$ cat config.mk
export PLATFORM = sky130hd
export DESIGN_NAME = heater_regulator
export DESIGN_NICKNAME = d
export VERILOG_FILES = /design/src/design/heater_regulator.v /design/src/design/sar_measure.v
export VERILOG_INCLUDE_DIRS = /design/src /design/src/shared
export SDC_FILE = /design/constraint.sdc
export NUM_CORES = 1
export LEC_CHECK = 0
export BUFFER_PORTS_ARGS = -buffer_cell sky130_fd_sc_hd__buf_2
export CAP_MARGIN = 30
export CORE_MARGIN = 3
export CORE_UTILIZATION = 30
export DETAILED_ROUTE_END_ITERATION = 8
export PLACE_DENSITY = 0.4
export RECOVER_POWER = 50
export SYNTH_ARGS = -nofsm -noshare
export SYNTH_HDL_FRONTEND = slang
export SYNTH_HIERARCHICAL = 1
export SYNTH_SLANG_ARGS = --single-unit
$ cat constraint.sdc
create_clock -name ref_clk -period 3.2 [get_ports ref_clk]
set_input_delay 0.64 -clock ref_clk [delete_from_list [all_inputs] [get_ports ref_clk]]
set_output_delay 0.64 -clock ref_clk [all_outputs]
set_load 0.03 [all_outputs]
$ cat src/shared/heater_defs.vh
// Register offsets, field positions, reset values and timing for the heater regulator.
`ifndef HEATER_DEFS_VH
`define HEATER_DEFS_VH

// ----------------------------------------------------------------------
// Register offsets (7-bit serial address space)
// ----------------------------------------------------------------------
`define OFS_DEVICE_SELECT    7'h03
`define OFS_HEATER_CONTROL   7'h49
`define OFS_HEATER_SET_POINT 7'h4A
`define OFS_HEATER_READ_BACK 7'h4B

// ----------------------------------------------------------------------
// Reset values
// ----------------------------------------------------------------------
`define RST_DEVICE_SELECT    8'h00
`define RST_HEATER_CONTROL   8'h00
`define RST_HEATER_SET_POINT 8'h00
`define RST_HEATER_READ_BACK 8'h00

// ----------------------------------------------------------------------
// Heater control fields
// ----------------------------------------------------------------------
`define CTL_MODE_MSB  2
`define CTL_MODE_LSB  0
`define CTL_LEVEL_MSB 4
`define CTL_LEVEL_LSB 3
`define CTL_OFF_MSB   7
`define CTL_OFF_LSB   5

// ----------------------------------------------------------------------
// Heating modes
// ----------------------------------------------------------------------
`define MODE_DISABLED 3'h0
`define MODE_REGULATE 3'h1
`define MODE_MONITOR  3'h2
`define MODE_PULSED   3'h4
`define MODE_FULL_ON  3'h5

// ----------------------------------------------------------------------
// Serial frame layout and timing
// ----------------------------------------------------------------------
`define FRAME_HDR_BITS  5'h08
`define FRAME_BITS      5'h10
`define CLK_MHZ         250
`define SETTLE_NS       64
`define OFF_BASE_NS     10000

`endif

$ cat src/design/heater_regulator.v
// Heater regulator: serial register port, measurement sequencer and heater switch.
//
// Functional notes
// - Balance DAC current against element to measure.
// - Read-back code linear in ratio, zero at half.
// - Ratio 1.49 gives code all ones.
// - Equal resistances give mid-scale code.
// - Control bits 4:3 select reference current.
// - Pulse reference, then off for bits 7:5.
// - Hold target code, compare with measured code.
// - Switch on below target, off at/above.
// - Control bits 2:0 select heating mode.
// - Mode 0 disables everything including measurement.
// - Mode 1 regulates in closed loop.
// - Mode 2 measures, switch never on.
// - Mode 4 forced on, released during pulses.
// - Mode 5 always on, no measurement.
`timescale 1ns/1ns
`default_nettype none
`include "heater_defs.vh"

module heater_regulator #(
  parameter        CODE_WIDTH      = 8,
  parameter        SETTLE_CYCLES   = (`SETTLE_NS * `CLK_MHZ + 999) / 1000,
  parameter        OFF_BASE_CYCLES = (`OFF_BASE_NS * `CLK_MHZ) / 1000,
  parameter [7:0]  DEVICE_NUMBER   = 8'h5A
) (
  // Clock and reset
  input  wire                  ref_clk,
  input  wire                  resetn,
  // Three-wire serial register port
  input  wire                  sen_n,
  input  wire                  sclk,
  input  wire                  sdio_in,
  output reg                   sdio_out_q,
  output reg                   sdio_oe_n_q,
  // Analog measurement front end
  input  wire                  comp_hi,
  output wire [CODE_WIDTH-1:0] dac_code,
  output reg                   ref_on_q,
  output reg  [1:0]            ref_level_q,
  output reg                   circuit_en_q,
  // Heater switch
  output reg                   heat_on_q
);

  localparam ST_IDLE = 3'b001;
  localparam ST_MEAS = 3'b010;
  localparam ST_OFF  = 3'b100;
  localparam OFF_W   = 24;

  // ----------------------------------------------------------------------
  // Pin synchronisers
  // ----------------------------------------------------------------------
  reg [1:0] sen_sync_q;
  reg [1:0] sclk_sync_q;
  reg [1:0] sdio_sync_q;
  reg [1:0] comp_sync_q;
  reg       sclk_prev_q;

  always @(posedge ref_clk or negedge resetn)
  begin
    if (!resetn)
    begin
      sen_sync_q  <= 2'b11;
      sclk_sync_q <= 2'b00;
      sdio_sync_q <= 2'b00;
      comp_sync_q <= 2'b00;
      sclk_prev_q <= 1'b0;
    end
    else
    begin
      sen_sync_q  <= {sen_sync_q[0], sen_n};
      sclk_sync_q <= {sclk_sync_q[0], sclk};
      sdio_sync_q <= {sdio_sync_q[0], sdio_in};
      comp_sync_q <= {comp_sync_q[0], comp_hi};
      sclk_prev_q <= sclk_sync_q[1];
    end
  end

  wire frame_on  = !sen_sync_q[1];
  wire sclk_rise = sclk_sync_q[1] && !sclk_prev_q;
  wire sclk_fall = !sclk_sync_q[1] && sclk_prev_q;
  wire comp_s    = comp_sync_q[1];

  // ----------------------------------------------------------------------
  // Registers
  // ----------------------------------------------------------------------
  reg [7:0] device_select_q;
  reg [7:0] heater_control_q;
  reg [7:0] heater_set_point_q;
  reg [7:0] heater_read_back_q;
  reg       write_open_q;

  wire [2:0] mode    = heater_control_q[`CTL_MODE_MSB:`CTL_MODE_LSB];
  wire [1:0] level   = heater_control_q[`CTL_LEVEL_MSB:`CTL_LEVEL_LSB];
  wire [2:0] off_sel = heater_control_q[`CTL_OFF_MSB:`CTL_OFF_LSB];

  // ----------------------------------------------------------------------
  // Serial frame: one read/write bit, seven address bits, eight data bits.
  // ----------------------------------------------------------------------
  reg [4:0] bit_cnt_q;
  reg [7:0] hdr_q;
  reg [7:0] wdata_q;
  reg [7:0] rdata_q;

  wire       is_read  = hdr_q[7];
  wire [6:0] addr     = hdr_q[6:0];
  wire [7:0] hdr_next = {hdr_q[6:0], sdio_sync_q[1]};
  wire [7:0] wr_byte  = {wdata_q[6:0], sdio_sync_q[1]};

  reg [7:0] rd_mux;
  always @*
  begin
    rd_mux = 8'h00;
    if (hdr_next[6:0] == `OFS_DEVICE_SELECT)
      rd_mux = device_select_q;
    else if (hdr_next[6:0] == `OFS_HEATER_CONTROL)
      rd_mux = heater_control_q;
    else if (hdr_next[6:0] == `OFS_HEATER_SET_POINT)
      rd_mux = heater_set_point_q;
    else if (hdr_next[6:0] == `OFS_HEATER_READ_BACK)
      rd_mux = heater_read_back_q;
  end

  wire frame_end = frame_on && sclk_rise && (bit_cnt_q == `FRAME_BITS - 5'h01);
  wire wr_commit = frame_end && !is_read;

  always @(posedge ref_clk or negedge resetn)
  begin
    if (!resetn)
    begin
      bit_cnt_q   <= 5'h00;
      hdr_q       <= 8'h00;
      wdata_q     <= 8'h00;
      rdata_q     <= 8'h00;
      sdio_out_q  <= 1'b0;
      sdio_oe_n_q <= 1'b1;
    end
    else if (!frame_on)
    begin
      bit_cnt_q   <= 5'h00;
      sdio_oe_n_q <= 1'b1;
    end
    else
    begin
      if (sclk_rise && bit_cnt_q != `FRAME_BITS)
        bit_cnt_q <= bit_cnt_q + 5'h01;
      if (sclk_rise && bit_cnt_q < `FRAME_HDR_BITS)
        hdr_q <= hdr_next;
      if (sclk_rise && bit_cnt_q >= `FRAME_HDR_BITS)
        wdata_q <= wr_byte;
      // The device drives only after the header says read, so no bus fight.
      if (sclk_rise && bit_cnt_q == `FRAME_HDR_BITS - 5'h01 && hdr_next[7])
      begin
        rdata_q     <= {rd_mux[6:0], 1'b0};
        sdio_out_q  <= rd_mux[7];
        sdio_oe_n_q <= 1'b0;
      end
      else if (sclk_fall && is_read && bit_cnt_q > `FRAME_HDR_BITS
               && bit_cnt_q < `FRAME_BITS)
      begin
        sdio_out_q <= rdata_q[7];
        rdata_q    <= {rdata_q[6:0], 1'b0};
      end
      if (frame_end)
        sdio_oe_n_q <= 1'b1;
    end
  end

  // ----------------------------------------------------------------------
  // Register writes; writes stay closed until the device select opens them.
  // ----------------------------------------------------------------------
  always @(posedge ref_clk or negedge resetn)
  begin
    if (!resetn)
    begin
      device_select_q    <= `RST_DEVICE_SELECT;
      heater_control_q   <= `RST_HEATER_CONTROL;
      heater_set_point_q <= `RST_HEATER_SET_POINT;
      write_open_q       <= 1'b0;
    end
    else
    begin
      if (frame_end && is_read && addr == `OFS_DEVICE_SELECT)
        write_open_q <= 1'b0;
      if (wr_commit && addr == `OFS_DEVICE_SELECT)
      begin
        device_select_q <= wr_byte;
        write_open_q    <= (wr_byte == DEVICE_NUMBER);
      end
      else if (wr_commit && write_open_q && addr == `OFS_HEATER_CONTROL)
        heater_control_q <= wr_byte;
      else if (wr_commit && write_open_q && addr == `OFS_HEATER_SET_POINT)
        heater_set_point_q <= wr_byte;
    end
  end

  // ----------------------------------------------------------------------
  // Measurement sequencer
  // ----------------------------------------------------------------------
  // Reserved modes fall into the disabled branch, the safest reading.
  wire measuring = (mode == `MODE_REGULATE) || (mode == `MODE_MONITOR)
                   || (mode == `MODE_PULSED);

  reg  [2:0]            state_q;
  reg  [OFF_W-1:0]      off_cnt_q;
  reg                   heat_cmp_q;
  wire                  sar_start = measuring && state_q == ST_IDLE;
  wire                  sar_abort = !measuring;
  wire [CODE_WIDTH-1:0] sar_result;
  wire                  sar_busy;
  wire                  sar_done;

  sar_measure #(
    .WIDTH         (CODE_WIDTH),
    .SETTLE_CYCLES (SETTLE_CYCLES)
  ) u_sar (
    .ref_clk    (ref_clk),
    .resetn     (resetn),
    .start      (sar_start),
    .abort      (sar_abort),
    .comp_hi    (comp_s),
    .dac_code_q (dac_code),
    .result_q   (sar_result),
    .busy_q     (sar_busy),
    .done_q     (sar_done)
  );

  // Longer off times save power but track temperature more slowly.
  wire [OFF_W-1:0] off_load = OFF_BASE_CYCLES[OFF_W-1:0] << off_sel;

  always @(posedge ref_clk or negedge resetn)
  begin
    if (!resetn)
    begin
      state_q            <= ST_IDLE;
      off_cnt_q          <= {OFF_W{1'b0}};
      heater_read_back_q <= `RST_HEATER_READ_BACK;
      heat_cmp_q         <= 1'b0;
    end
    else if (!measuring)
    begin
      state_q    <= ST_IDLE;
      heat_cmp_q <= 1'b0;
    end
    else
    begin
      case (state_q)
        ST_IDLE:
          state_q <= ST_MEAS;
        ST_MEAS:
          if (sar_done)
          begin
            heater_read_back_q <= sar_result;
            heat_cmp_q         <= (sar_result < heater_set_point_q);
            off_cnt_q          <= off_load;
            state_q            <= ST_OFF;
          end
        ST_OFF:
          if (off_cnt_q <= {{(OFF_W-1){1'b0}}, 1'b1})
            state_q <= ST_IDLE;
          else
            off_cnt_q <= off_cnt_q - 1'b1;
        default:
          state_q <= ST_IDLE;
      endcase
    end
  end

  // ----------------------------------------------------------------------
  // Outputs to the analog front end and heater switch
  // ----------------------------------------------------------------------
  wire pulse_on = measuring && (sar_start || sar_busy);

  reg heat_d;
  always @*
  begin
    heat_d = 1'b0;
    case (mode)
      `MODE_REGULATE: heat_d = heat_cmp_q && !pulse_on;
      `MODE_MONITOR:  heat_d = 1'b0;
      `MODE_PULSED:   heat_d = !pulse_on;
      `MODE_FULL_ON:  heat_d = 1'b1;
      default:        heat_d = 1'b0;
    endcase
  end

  always @(posedge ref_clk or negedge resetn)
  begin
    if (!resetn)
    begin
      ref_on_q     <= 1'b0;
      ref_level_q  <= 2'b00;
      circuit_en_q <= 1'b0;
      heat_on_q    <= 1'b0;
    end
    else
    begin
      ref_on_q     <= pulse_on;
      ref_level_q  <= level;
      circuit_en_q <= measuring || (mode == `MODE_FULL_ON);
      heat_on_q    <= heat_d;
    end
  end

endmodule // heater_regulator

`default_nettype wire

$ cat src/design/sar_measure.v
// Successive-approximation search of the balancing DAC code.
`timescale 1ns/1ns
`default_nettype none
`include "heater_defs.vh"

module sar_measure #(
  parameter WIDTH         = 8,
  parameter SETTLE_CYCLES = (`SETTLE_NS * `CLK_MHZ + 999) / 1000
) (
  // Clock and reset
  input  wire             ref_clk,
  input  wire             resetn,
  // Control
  input  wire             start,
  input  wire             abort,
  input  wire             comp_hi,
  // Results
  output reg  [WIDTH-1:0] dac_code_q,
  output reg  [WIDTH-1:0] result_q,
  output reg              busy_q,
  output reg              done_q
);

  localparam IW = $clog2(WIDTH);
  localparam SW = $clog2(SETTLE_CYCLES + 1);

  reg [IW-1:0] bit_q;
  reg [SW-1:0] settle_q;

  // ----------------------------------------------------------------------
  // Search: each trial bit settles, then the comparator decides it.
  // ----------------------------------------------------------------------
  always @(posedge ref_clk or negedge resetn)
  begin
    if (!resetn)
    begin
      dac_code_q <= {WIDTH{1'b0}};
      result_q   <= {WIDTH{1'b0}};
      busy_q     <= 1'b0;
      done_q     <= 1'b0;
      bit_q      <= {IW{1'b0}};
      settle_q   <= {SW{1'b0}};
    end
    else
    begin
      done_q <= 1'b0;
      if (abort)
      begin
        busy_q     <= 1'b0;
        dac_code_q <= {WIDTH{1'b0}};
      end
      else if (start && !busy_q)
      begin
        busy_q     <= 1'b1;
        bit_q      <= WIDTH[IW-1:0] - 1'b1;
        dac_code_q <= {1'b1, {(WIDTH-1){1'b0}}};
        settle_q   <= SETTLE_CYCLES[SW-1:0];
      end
      else if (busy_q)
      begin
        if (settle_q != {SW{1'b0}})
          settle_q <= settle_q - 1'b1;
        else
        begin
          // A low comparator means the reference side is too high: drop the bit.
          if (bit_q == {IW{1'b0}})
          begin
            busy_q   <= 1'b0;
            done_q   <= 1'b1;
            result_q <= comp_hi ? dac_code_q : (dac_code_q & ~{{(WIDTH-1){1'b0}}, 1'b1});
          end
          else
          begin
            dac_code_q <= (comp_hi ? dac_code_q : (dac_code_q & ~({{(WIDTH-1){1'b0}}, 1'b1} << bit_q)))
                          | ({{(WIDTH-1){1'b0}}, 1'b1} << (bit_q - 1'b1));
            bit_q      <= bit_q - 1'b1;
            settle_q   <= SETTLE_CYCLES[SW-1:0];
          end
        end
      end
    end
  end

endmodule // sar_measure

`default_nettype wire

==> impl.org, run 1 <==
** Critical path
- Data required time of the critical path :: 3510 ps
- CP Cell Sequence :: o21ai_0 > o21ai_2 > nor2b_1 > nand3_1 > mux2_2
- STA classifies the critical path endpoint as a flip-flop.
- Crit-path leading delay family :: simple AND/OR/NAND/NOR gates
- Along the worst path, the maximum fanout reaches 17.
- Cell with the largest stage delay on the worst path :: nor2b_1
- In this design, the stage delay of the slowest critical-path cell is 540 ps.
- Together, buffers and inverters on the worst path number 0.
- Data arrives at the worst endpoint at 2890 ps.
- Critical path class :: flip-flop to flip-flop
- The worst setup path is launched from a flip-flop.

** Global routing
- Entering global routing, the biggest net connects 58 pins.
- Number of global-route vias before repair :: 5129
- The number of antenna violations at the first check in global routing came to 0.
- Global routing used 14.6% of the available tracks across all layers.
- The first global-routing pass estimated 28.6 mm of wire.
- Global route total overflow :: 0

** Finish
- Leaving out fill and tap cells, the most frequent cells in the layout are 126 x dfrtp_1, 71 x nand2_1, 57 x nor2_1, 45 x mux2_2, 38 x a21oi_1.
- Fill cells in the final layout number 2219.
- Multi-input gate area :: 3310 um^2
- Summing all flip-flop and latch instances after layout gives 3260 um^2.
- Area growth from synthesis to layout :: 14.7%
- Of the cells placed in the final design, the portion with a size suffix greater than 1 is 19.6%.
- Most common cell after layout, fill and taps aside :: dfrtp_1
- In the final design database the tool counted 726 nets.
- The number of antenna diodes in the final layout is 0.

** Outcome
- The checks that failed: capacitance limit, slew limit.
- Result of the run :: finished, violations left

** STA
- Setup ws final :: 611 ps
- Highest clock rate :: 386 MHz
- Transition time of the tightest slew-check pin :: 1520 ps
- Final slew viol count :: 58
- Setup repair after global routing left no endpoint under its margin.
- # setup viols final :: 0
- Final period utilization :: 80.9%
- Subtracting the final worst setup slack from the clock period gives 2590 ps.
- Clock skew on the completed layout was measured at 9.15 ps.
- The number of hold-slack violations in the final timing report was 0.
- In this run the tightest slew margin relative to its limit is -1.53%.
- Sum Neg Setup Slack :: 0 ps

** Logic synthesis
- Sequential elements use 47.7% of the synthesized area.
- Synth Register Bits :: 130
- For this run, the number of Yosys warnings is 6.
- Area share of the largest cell type after synthesis :: 46.2%
- Dividing the synthesized area by the synthesized cell count gives 10.1 um^2.
- Summing every instance area after synthesis gives 6830 um^2.
- Area leader, netlist :: dfrtp_1
- Async S/R FF share, synth :: 100%
- Ys flop type :: dfrtp_1
- Total nets after synthesis :: 705
- In this run, synthesis inferred 0 flip-flops with an integrated enable.
- Yosys cell types :: 78
- Synthesized netlist cell count :: 675
- By area the synthesized netlist is led by dfrtp_1 46%, mux2_2 7.4%, ha_1 4.4%.

** Routing
- Routed Wire Length :: 17.1 mm
- DR vias/cell :: 5.21
- Routed met2 length :: 7.61 mm
- For this run, design rule violations remaining after detail routing come to 0.
- The detailed router put a total of 8.76 mm of wire on met1.
- Detailed-routing iteration count for the pre-antenna-repair pass :: 5
- Met3 routed WL :: 502 um
- DR WL/cell :: 17.3 um
- Highest routed metal layer :: met4
- Across all layers, the routed design uses 5148 vias.
- In this run, the number of DRC markers left after iteration 0 of detailed routing was 332.
- Once detail routing completed, the nets flagged for antenna violations numbered 0.

** Power and ir drop
- Leakage Power :: 3.58 nW
- Worst voltage drop across the vdd grid :: 0.000312 V
- Power spread over the standard cell area amounts to 513 nW/um^2.

** Clocking
- Number of buffers inserted for hold repair after clock tree synthesis :: 0
- Clock H-tree levels :: 4
- Clock tree synthesis found a total of 130 sinks.
- Reg clk slew, reported paths :: 60 ps
- Maximum buffer depth of the clock tree :: 2
- TritonCTS built the clock tree.
- Buffers inserted by post-CTS timing repair :: 0
- The cell sitting at the root of the clock tree is a clkbuf_16.
- Number of gates resized after CTS :: 0
- For the worst-skew pair, the clock arrives at the later sink with an insertion delay of 420 ps.
- In this run, CTS created clock tree buffers numbering 17.

** Die
- The core region is 22100 um^2.
- Number of top-level pins :: 21
- The floorplan has 54 rows.
- Height of the chip :: 157 um
- Horizontal extent of the die :: 157 um
- The die covers 24600 um^2.
- Effective utilization at floorplan :: 30.9%

** Min path
- The path class of the tightest hold or removal check is input pin to flip-flop.

** Placed design
- Worst setup slack before clock tree synthesis :: 680 ps
- Input/output buffers :: 20
- The congestion estimate from routability-driven global placement came to 0.863.
- Summed over all nets, the half-perimeter wirelength after detailed placement is 12.2 mm.

** Flow run
- Total of max-cap violations :: 1
==> final cells by class <==
type | count | area share (%)
clock buffer | 17 | 5.43
sequential | 130 | 41.6
inverter | 36 | 1.72
tap | 280 | 4.47
timing repair buffer | 30 | 2.09
multi-input combinational | 481 | 42.2
clock inverter | 15 | 2.48
==> through the flow <==
| stage | hold WS [ps] | utilization, % | cells | instance area [um^2] | total power, W |
|---|---|---|---|---|---|
| 3_3_place_gp | 332 | 32.7 | 957 | 7230 | 0.00200 |
| 6_report | 313 | 35.5 | 989 | 7840 | 0.00402 |
| 3_5_place_dp | 336 | 32.7 | 957 | 7230 | 0.00200 |
| 2_1_floorplan | 331 | - | 675 | 6830 | 0.00190 |
| 4_1_cts | 187 | 35.5 | 989 | 7850 | 0.00410 |
| 5_1_grt | 290 | 35.5 | 989 | 7840 | 0.00419 |
==> sequential cells by signal, summed over array words and instances, names as in the netlist, 8 cells and up <==
name                cells
heater_control_q        8
off_cnt_q              24
u_sar/result_q          8
device_select_q         8
hdr_q                   8
heater_set_point_q      8
u_sar/dac_code_q        8
heater_read_back_q      8
==> power breakdown <==
group	internal, W	switching, W
logic	0.0000733	0.000104
registers	0.00170	0.0000889
clock network	0.00125	0.000812
total	0.00302	0.00100
==> cells by family (layout without fill, tap and decap cells) <==
| group | count (synthesis) | in the layout | synth area share (%) |
|---|---|---|---|
| flops | 130 | 130 | 47.7 |
| mux | 52 | 52 | 8.44 |
| xor+xnor | 11 | 11 | 1.41 |
| fa+ha+maj | 24 | 24 | 4.40 |
| buf+inv | 64 | 98 | 3.88 |
| simple gates | 241 | 241 | 19.2 |
| compound gates | 153 | 153 | 14.9 |
==> synth_stat cells (all sizes together) (4+ instances only) <==
cell    count
a22oi       5
xor2        7
ha         24
o221ai      5
a32oi       6
nor2       58
a311oi      5
xnor2       4
or3         5
a21oi      39
nand2b     10
o211ai      7
dfrtp     126
mux2       45
nor2b       8
or4         4
and2        4
nand2      71
a31oi       8
nand3      19
and3        6
inv        35
mux2i       7
nor3       18
nand3b      4
buf        10
dfstp       4
o21ai      38
o22ai       6
or3b        4
clkbuf     18
nor4        8
nand4       8
==> path summary, 6_finish.rpt <==
check	from	to	slack, ps	depth (start not counted)
max in group asynchronous	resetn	wdata_q[2]	890	2
setup / recovery	heater_control_q[1]	u_sar/result_q[6]	610	5
hold reg to reg	sclk_sync_q[0]	sclk_sync_q[1]	350	0
min in group asynchronous	resetn	ref_level_q[1]	560	1
setup reg to reg	heater_control_q[1]	u_sar/result_q[6]	610	5
hold / removal	sen_n	sen_sync_q[0]	310	1
==> per-layer routing <==
layer,global-route usage (%),vias to the layer above
li1,-,2482
met1,20.9,2552
met2,22.1,94
met3,3.08,20
met4,4.88,0
met5,0,-
Power figures use the tool's default switching activity.
==> run 2, diff against run 1 <==
--- a/config.mk
+++ b/config.mk
@@ -6,12 +6,13 @@
 export SDC_FILE = /design/constraint.sdc
 export NUM_CORES = 1
 export LEC_CHECK = 0
+export ABC_AREA = 1
 export BUFFER_PORTS_ARGS = -buffer_cell sky130_fd_sc_hd__buf_2
 export CAP_MARGIN = 30
 export CORE_MARGIN = 3
 export CORE_UTILIZATION = 30
 export DETAILED_ROUTE_END_ITERATION = 8
-export PLACE_DENSITY = 0.4
+export PLACE_DENSITY = 0.42
 export RECOVER_POWER = 50
 export SYNTH_ARGS = -nofsm -noshare
 export SYNTH_HDL_FRONTEND = slang
==> constraint.sdc (replaced) <==
create_clock -name ref_clk -period 2.32 [get_ports ref_clk]
set_input_delay 0.464 -clock ref_clk [delete_from_list [all_inputs] [get_ports ref_clk]]
set_output_delay 0.464 -clock ref_clk [all_outputs]
set_load 0.03 [all_outputs]
==> impl.org, run 2 <==
** Outcome
- The flow ran to the end, and the final reports show no timing, DRC or antenna violations.

** Critical path
- Crit path launch :: off_cnt_q[0]
- CP Cell Sequence :: inv_1 > ha_1 > inv_1 > nand2_1 > nand2_1 > nor2_1 > nand3_2 > nand2_4 > a21oi_4 > nand2_1 > nand2_1
- The largest individual stage delay along the critical path comes from the cell a21oi_4.
- The delay contributed by the slowest stage of the critical path was 490 ps (-50 ps).
- Startpoint of the worst register-to-register path :: off_cnt_q[0]
- The number of cells on the critical path came to 11 (+6).
- The endpoint identified for the worst register-to-register timing path is off_cnt_q[16].
- The worst setup path is launched from a flip-flop.
- Max FO, Critical Path :: 17 (unchanged)
- Data arrival, critical path :: 2330 ps (-560 ps)
- The count of buffer and inverter cells on the critical path was 2 (+2).
- The required arrival time at the worst endpoint is 2670 ps (-840 ps).
- In this design, the critical path's most frequently occurring cell is nand2_1.
- STA classifies the critical path endpoint as a flip-flop.
- Grouping stages by cell kind, the critical path spends the most delay in simple AND/OR/NAND/NOR gates.
- The worst setup path is of the flip-flop to flip-flop kind.
- Critical Path End :: off_cnt_q[16]
- The cell depth of the worst flop-to-flop path was 11 (+6).
- Worst setup slack for register-to-register paths :: 340 ps (-270 ps)

** Global routing
- The pin count of the biggest net entering global routing came to 51 (-12%).
- Gr usage total :: 14.9% (+0.26 points)
- The number of antenna violations at the first check in global routing was 0 (unchanged).
- The wire length of the first global-routing pass was 31.2 mm (+9.1%).
- Number of global-route vias before repair :: 5938 (+16%)
- Global route total overflow :: 0 (unchanged)

** Placed design
- DPL Wire Length :: 13.3 mm (+8.5%)
- The routability congestion estimate from global placement was 0.834 (-3.3%).
- The number of placed instances, taps included was 1258 (+31%).
- The quantity of I/O buffers inserted on ports is 20 (unchanged).

** Logic synthesis
- Number of enable-type register cells in the synthesized netlist :: 0 (unchanged)
- Share of the synthesized netlist area taken by xor and xnor gates :: 0.362% (-1.0 points)
- Total nets after synthesis :: 955 (+35%)
- Area leader, netlist :: dfrtp_1
- Yosys synthesis warning count :: 6 (unchanged)
- Area share of the largest cell type after synthesis :: 43.4% (-2.8 points)
- The synthesized area per cell came to 7.86 um^2 (-22%).
- Synthesized netlist cell count :: 925 (+37%)
- By count the netlist is led by 293 x nand2_1, 126 x dfrtp_1, 88 x inv_1.
- The fraction of synthesis flops using an asynchronous set or reset pin came to 100% (unchanged).
- Most frequently used cell type in the post-synthesis netlist :: nand2_1
- Seq/Total Area, Yosys :: 44.8% (-2.9 points)
- The fraction of the mapped netlist area in simple logic gates is 32.4% (+13 points).
- Post-synthesis mux area share :: 1.08% (-7.4 points)
- The share of the synthesized area in compound gates (AO/OA/AOI/OAI) was 10.1% (-4.8 points).
- Area share of fa/ha/maj cells after synthesis :: 4.13% (-0.26 points)
- Yosys cell types :: 42 (-46%)
- Largest family of logic cells by synthesized area :: simple AND/OR/NAND/NOR gates
- The post-synth design cell area is 7270 um^2 (+6.4%).
- The register bit total from synthesis came to 130 (unchanged).
- Ys flop type :: dfrtp_1
- Largest cells by area after synthesis :: dfrtp_1 43%, nand2_1 15%, nand3_1 4.6%

** STA
- The highest clock rate was 505 MHz (+31%).
- The final-report setup violation count came to 0 (unchanged).
- Tmin final :: 1980 ps (-610 ps)
- RSZ-0062 raised after global routing :: false
- Slew HR :: 12.2% (+14 points)
- Final period utilization :: 85.3% (+4.4 points)
- Hold violation total from the final report :: 0 (unchanged)
- Final slew viol count :: 0 (-100%)
- Clk_skew :: 18.1 ps (+8.92 ps)
- The sum of negative setup slack came to 0 ps (unchanged).
- Transition time of the tightest slew-check pin :: 1320 ps (-207 ps)

** Power and ir drop
- Worst voltage drop across the vdd grid :: 0.000329 V (+5.2%)
- Leakage Power :: 4.22 nW (+18%)
- The clock network fraction of design power is 50.0% (-1.2 points).
- Power dissipated by switching net loads :: 0.00133 W (+33%)
- Switching share of total power :: 25.5% (+0.55 points)
- The combinational share of power came to 5.0% (+0.6 points).
- Pwr dens :: 631 nW/um^2 (+23%)
- The power after layout is 0.00523 W (+30%).
- Sequential group share of total power :: 45.0% (+0.6 points)
- The cell-internal power is 0.00389 W (+29%).

** Finish
- The number of nets at the end of the flow came to 988 (+36%).
- Final instance count without filler cells :: 1290 (+30%)
- Share of layout cells above drive strength 1 :: 15.8% (-3.8 points)
- The library cell used most frequently in the layout, excluding fill and tap cells, is nand2_1.
- Commonest non-fill, non-tap cells in the layout :: 293 x nand2_1, 126 x dfrtp_1, 88 x inv_1, 79 x nor2_1, 67 x nand3_1
- Fill cell total of the finished layout :: 2525 (+14%)
- Register name with the most flops :: off_cnt_q
- Antenna diode instance count :: 0 (unchanged)
- The number of flip-flops in the largest register came to 24 (unchanged).
- The area growth from synthesis to layout is 14.0%.

** Die
- Height of the chip :: 162 um (+3.0%)
- Die ar. :: 26100 um^2 (+6.1%)
- Row cnt :: 56 (+3.7%)
- The placeable core area was 23600 um^2 (+6.9%).
- The initial standard-cell utilization of the core was 30.8% (-0.15 points).
- Horizontal extent of the die :: 162 um (+3.0%)
- Number of top-level pins :: 21 (unchanged)

** Routing
- The detailed-route via count is 5865 (+14%).
- Drt initial violations :: 276 (-17%)
- The wire length per cell after detailed routing came to 14.1 um (-19%).
- Total DRC errors in the routed layout :: 0 (unchanged)
- DR vias/cell :: 4.55 (-13%)
- Detailed-routing iteration count for the pre-antenna-repair pass :: 5 (unchanged)
- Count of nets left with antenna violations after detail routing :: 0 (unchanged)
- Routed Wire Length :: 18.2 mm (+5.9%)

** Clocking
- CTS buffer count :: 17 (unchanged)
- TritonCTS built the clock tree.
- The maximum level of the CTS H-tree is 4 (unchanged).
- The cell sitting at the root of the clock tree is a clkbuf_16.
- The worst-case clock buffer depth was 2 (unchanged).
- Number of gates resized after CTS :: 0 (unchanged)
- The clock slew seen by the registers of the worst setup and hold paths came to 60 ps (about the same).
- The number of sinks on the clock net was 130 (unchanged).
- The number of hold buffers added after CTS is 0 (unchanged).
- The post-CTS setup repair buffer count was 0 (unchanged).
- The clock latency on the worst-skew pair came to 420 ps (about the same).

** Min path
- Kind of path behind the tightest hold check :: input pin to flip-flop
- The worst hold path begins at sen_n.

** Flow run
- Total of max-cap violations :: 0 (-1)
[run 2: cell families (layout without fill, tap and decap cells)]
| logic type | count (synthesis) | after routing |
|---|---|---|
| AOI/OAI and AO/OA | 130 | 130 |
| xor gates and xnor gates | 3 | 3 |
| adders and majority gates | 24 | 24 |
| buffers and inverters | 120 | 166 |
| DFF | 130 | 130 |
| muxes | 7 | 7 |
| and+or+nand+nor | 511 | 511 |
[run 2: area by class of cell]
class	instances	area, um^2	share of cell area, %
timing repair buffer	30	168	2.02
tap	319	399	4.82
clock buffer	18	439	5.30
inverter	104	395	4.77
multi-input combinational	675	3500	42.2
clock inverter	14	129	1.56
sequential	130	3260	39.3
[run 2: through the flow]
step | hold WS, ps | area, um^2 | util [%] | setup slack [ps]
2_1_floorplan | 168 | 7270 | - | 651
3_3_place_gp | 332 | 7770 | 32.9 | 396
6_report | 138 | 8290 | 35.1 | 341
5_1_grt | 121 | 8290 | 35.1 | 101
3_5_place_dp | 336 | 7770 | 32.9 | 327
4_1_cts | 12.1 | 8340 | 35.3 | 318
[run 2: per-layer routing]
layer | GRT usage (%) | vias to the layer above | part of all wire, %
li1 | - | 3055 | -
met1 | 21.3 | 2756 | 52
met5 | 0 | - | 0
met2 | 23.3 | 44 | 45
met4 | 3.49 | 0 | 0.73
met3 | 3.10 | 10 | 2.2
[run 2: worst register-to-register path, delay by kind of cell, from the launching register on]
family | cells | cell delay, ps
buffers and inverters | 2 | 240
adder cells (fa/ha/maj) | 1 | 250
AO/OA/AOI/OAI | 1 | 490
flip-flops | 1 | 400
AND/OR/NAND/NOR | 7 | 530
[run 2: power by group through the flow]
stage	sequential (W)	clock [W]	combinational (W)
after floorplan	0.00239	0	0.000150
after global placement	0.00240	0	0.000280
after detailed placement	0.00240	0	0.000279
after CTS	0.00235	0.00270	0.000280
after global routing	0.00236	0.00281	0.000297
final	0.00235	0.00261	0.000261
[run 2: worst min path at each step]
stage,to,cells after the start
after floorplan,bit_cnt_q[0],0
after global placement,sdio_sync_q[1],0
after detailed placement,sdio_sync_q[1],0
after CTS,sclk_prev_q,1
after global routing,sen_sync_q[0],1
final,sen_sync_q[0],1
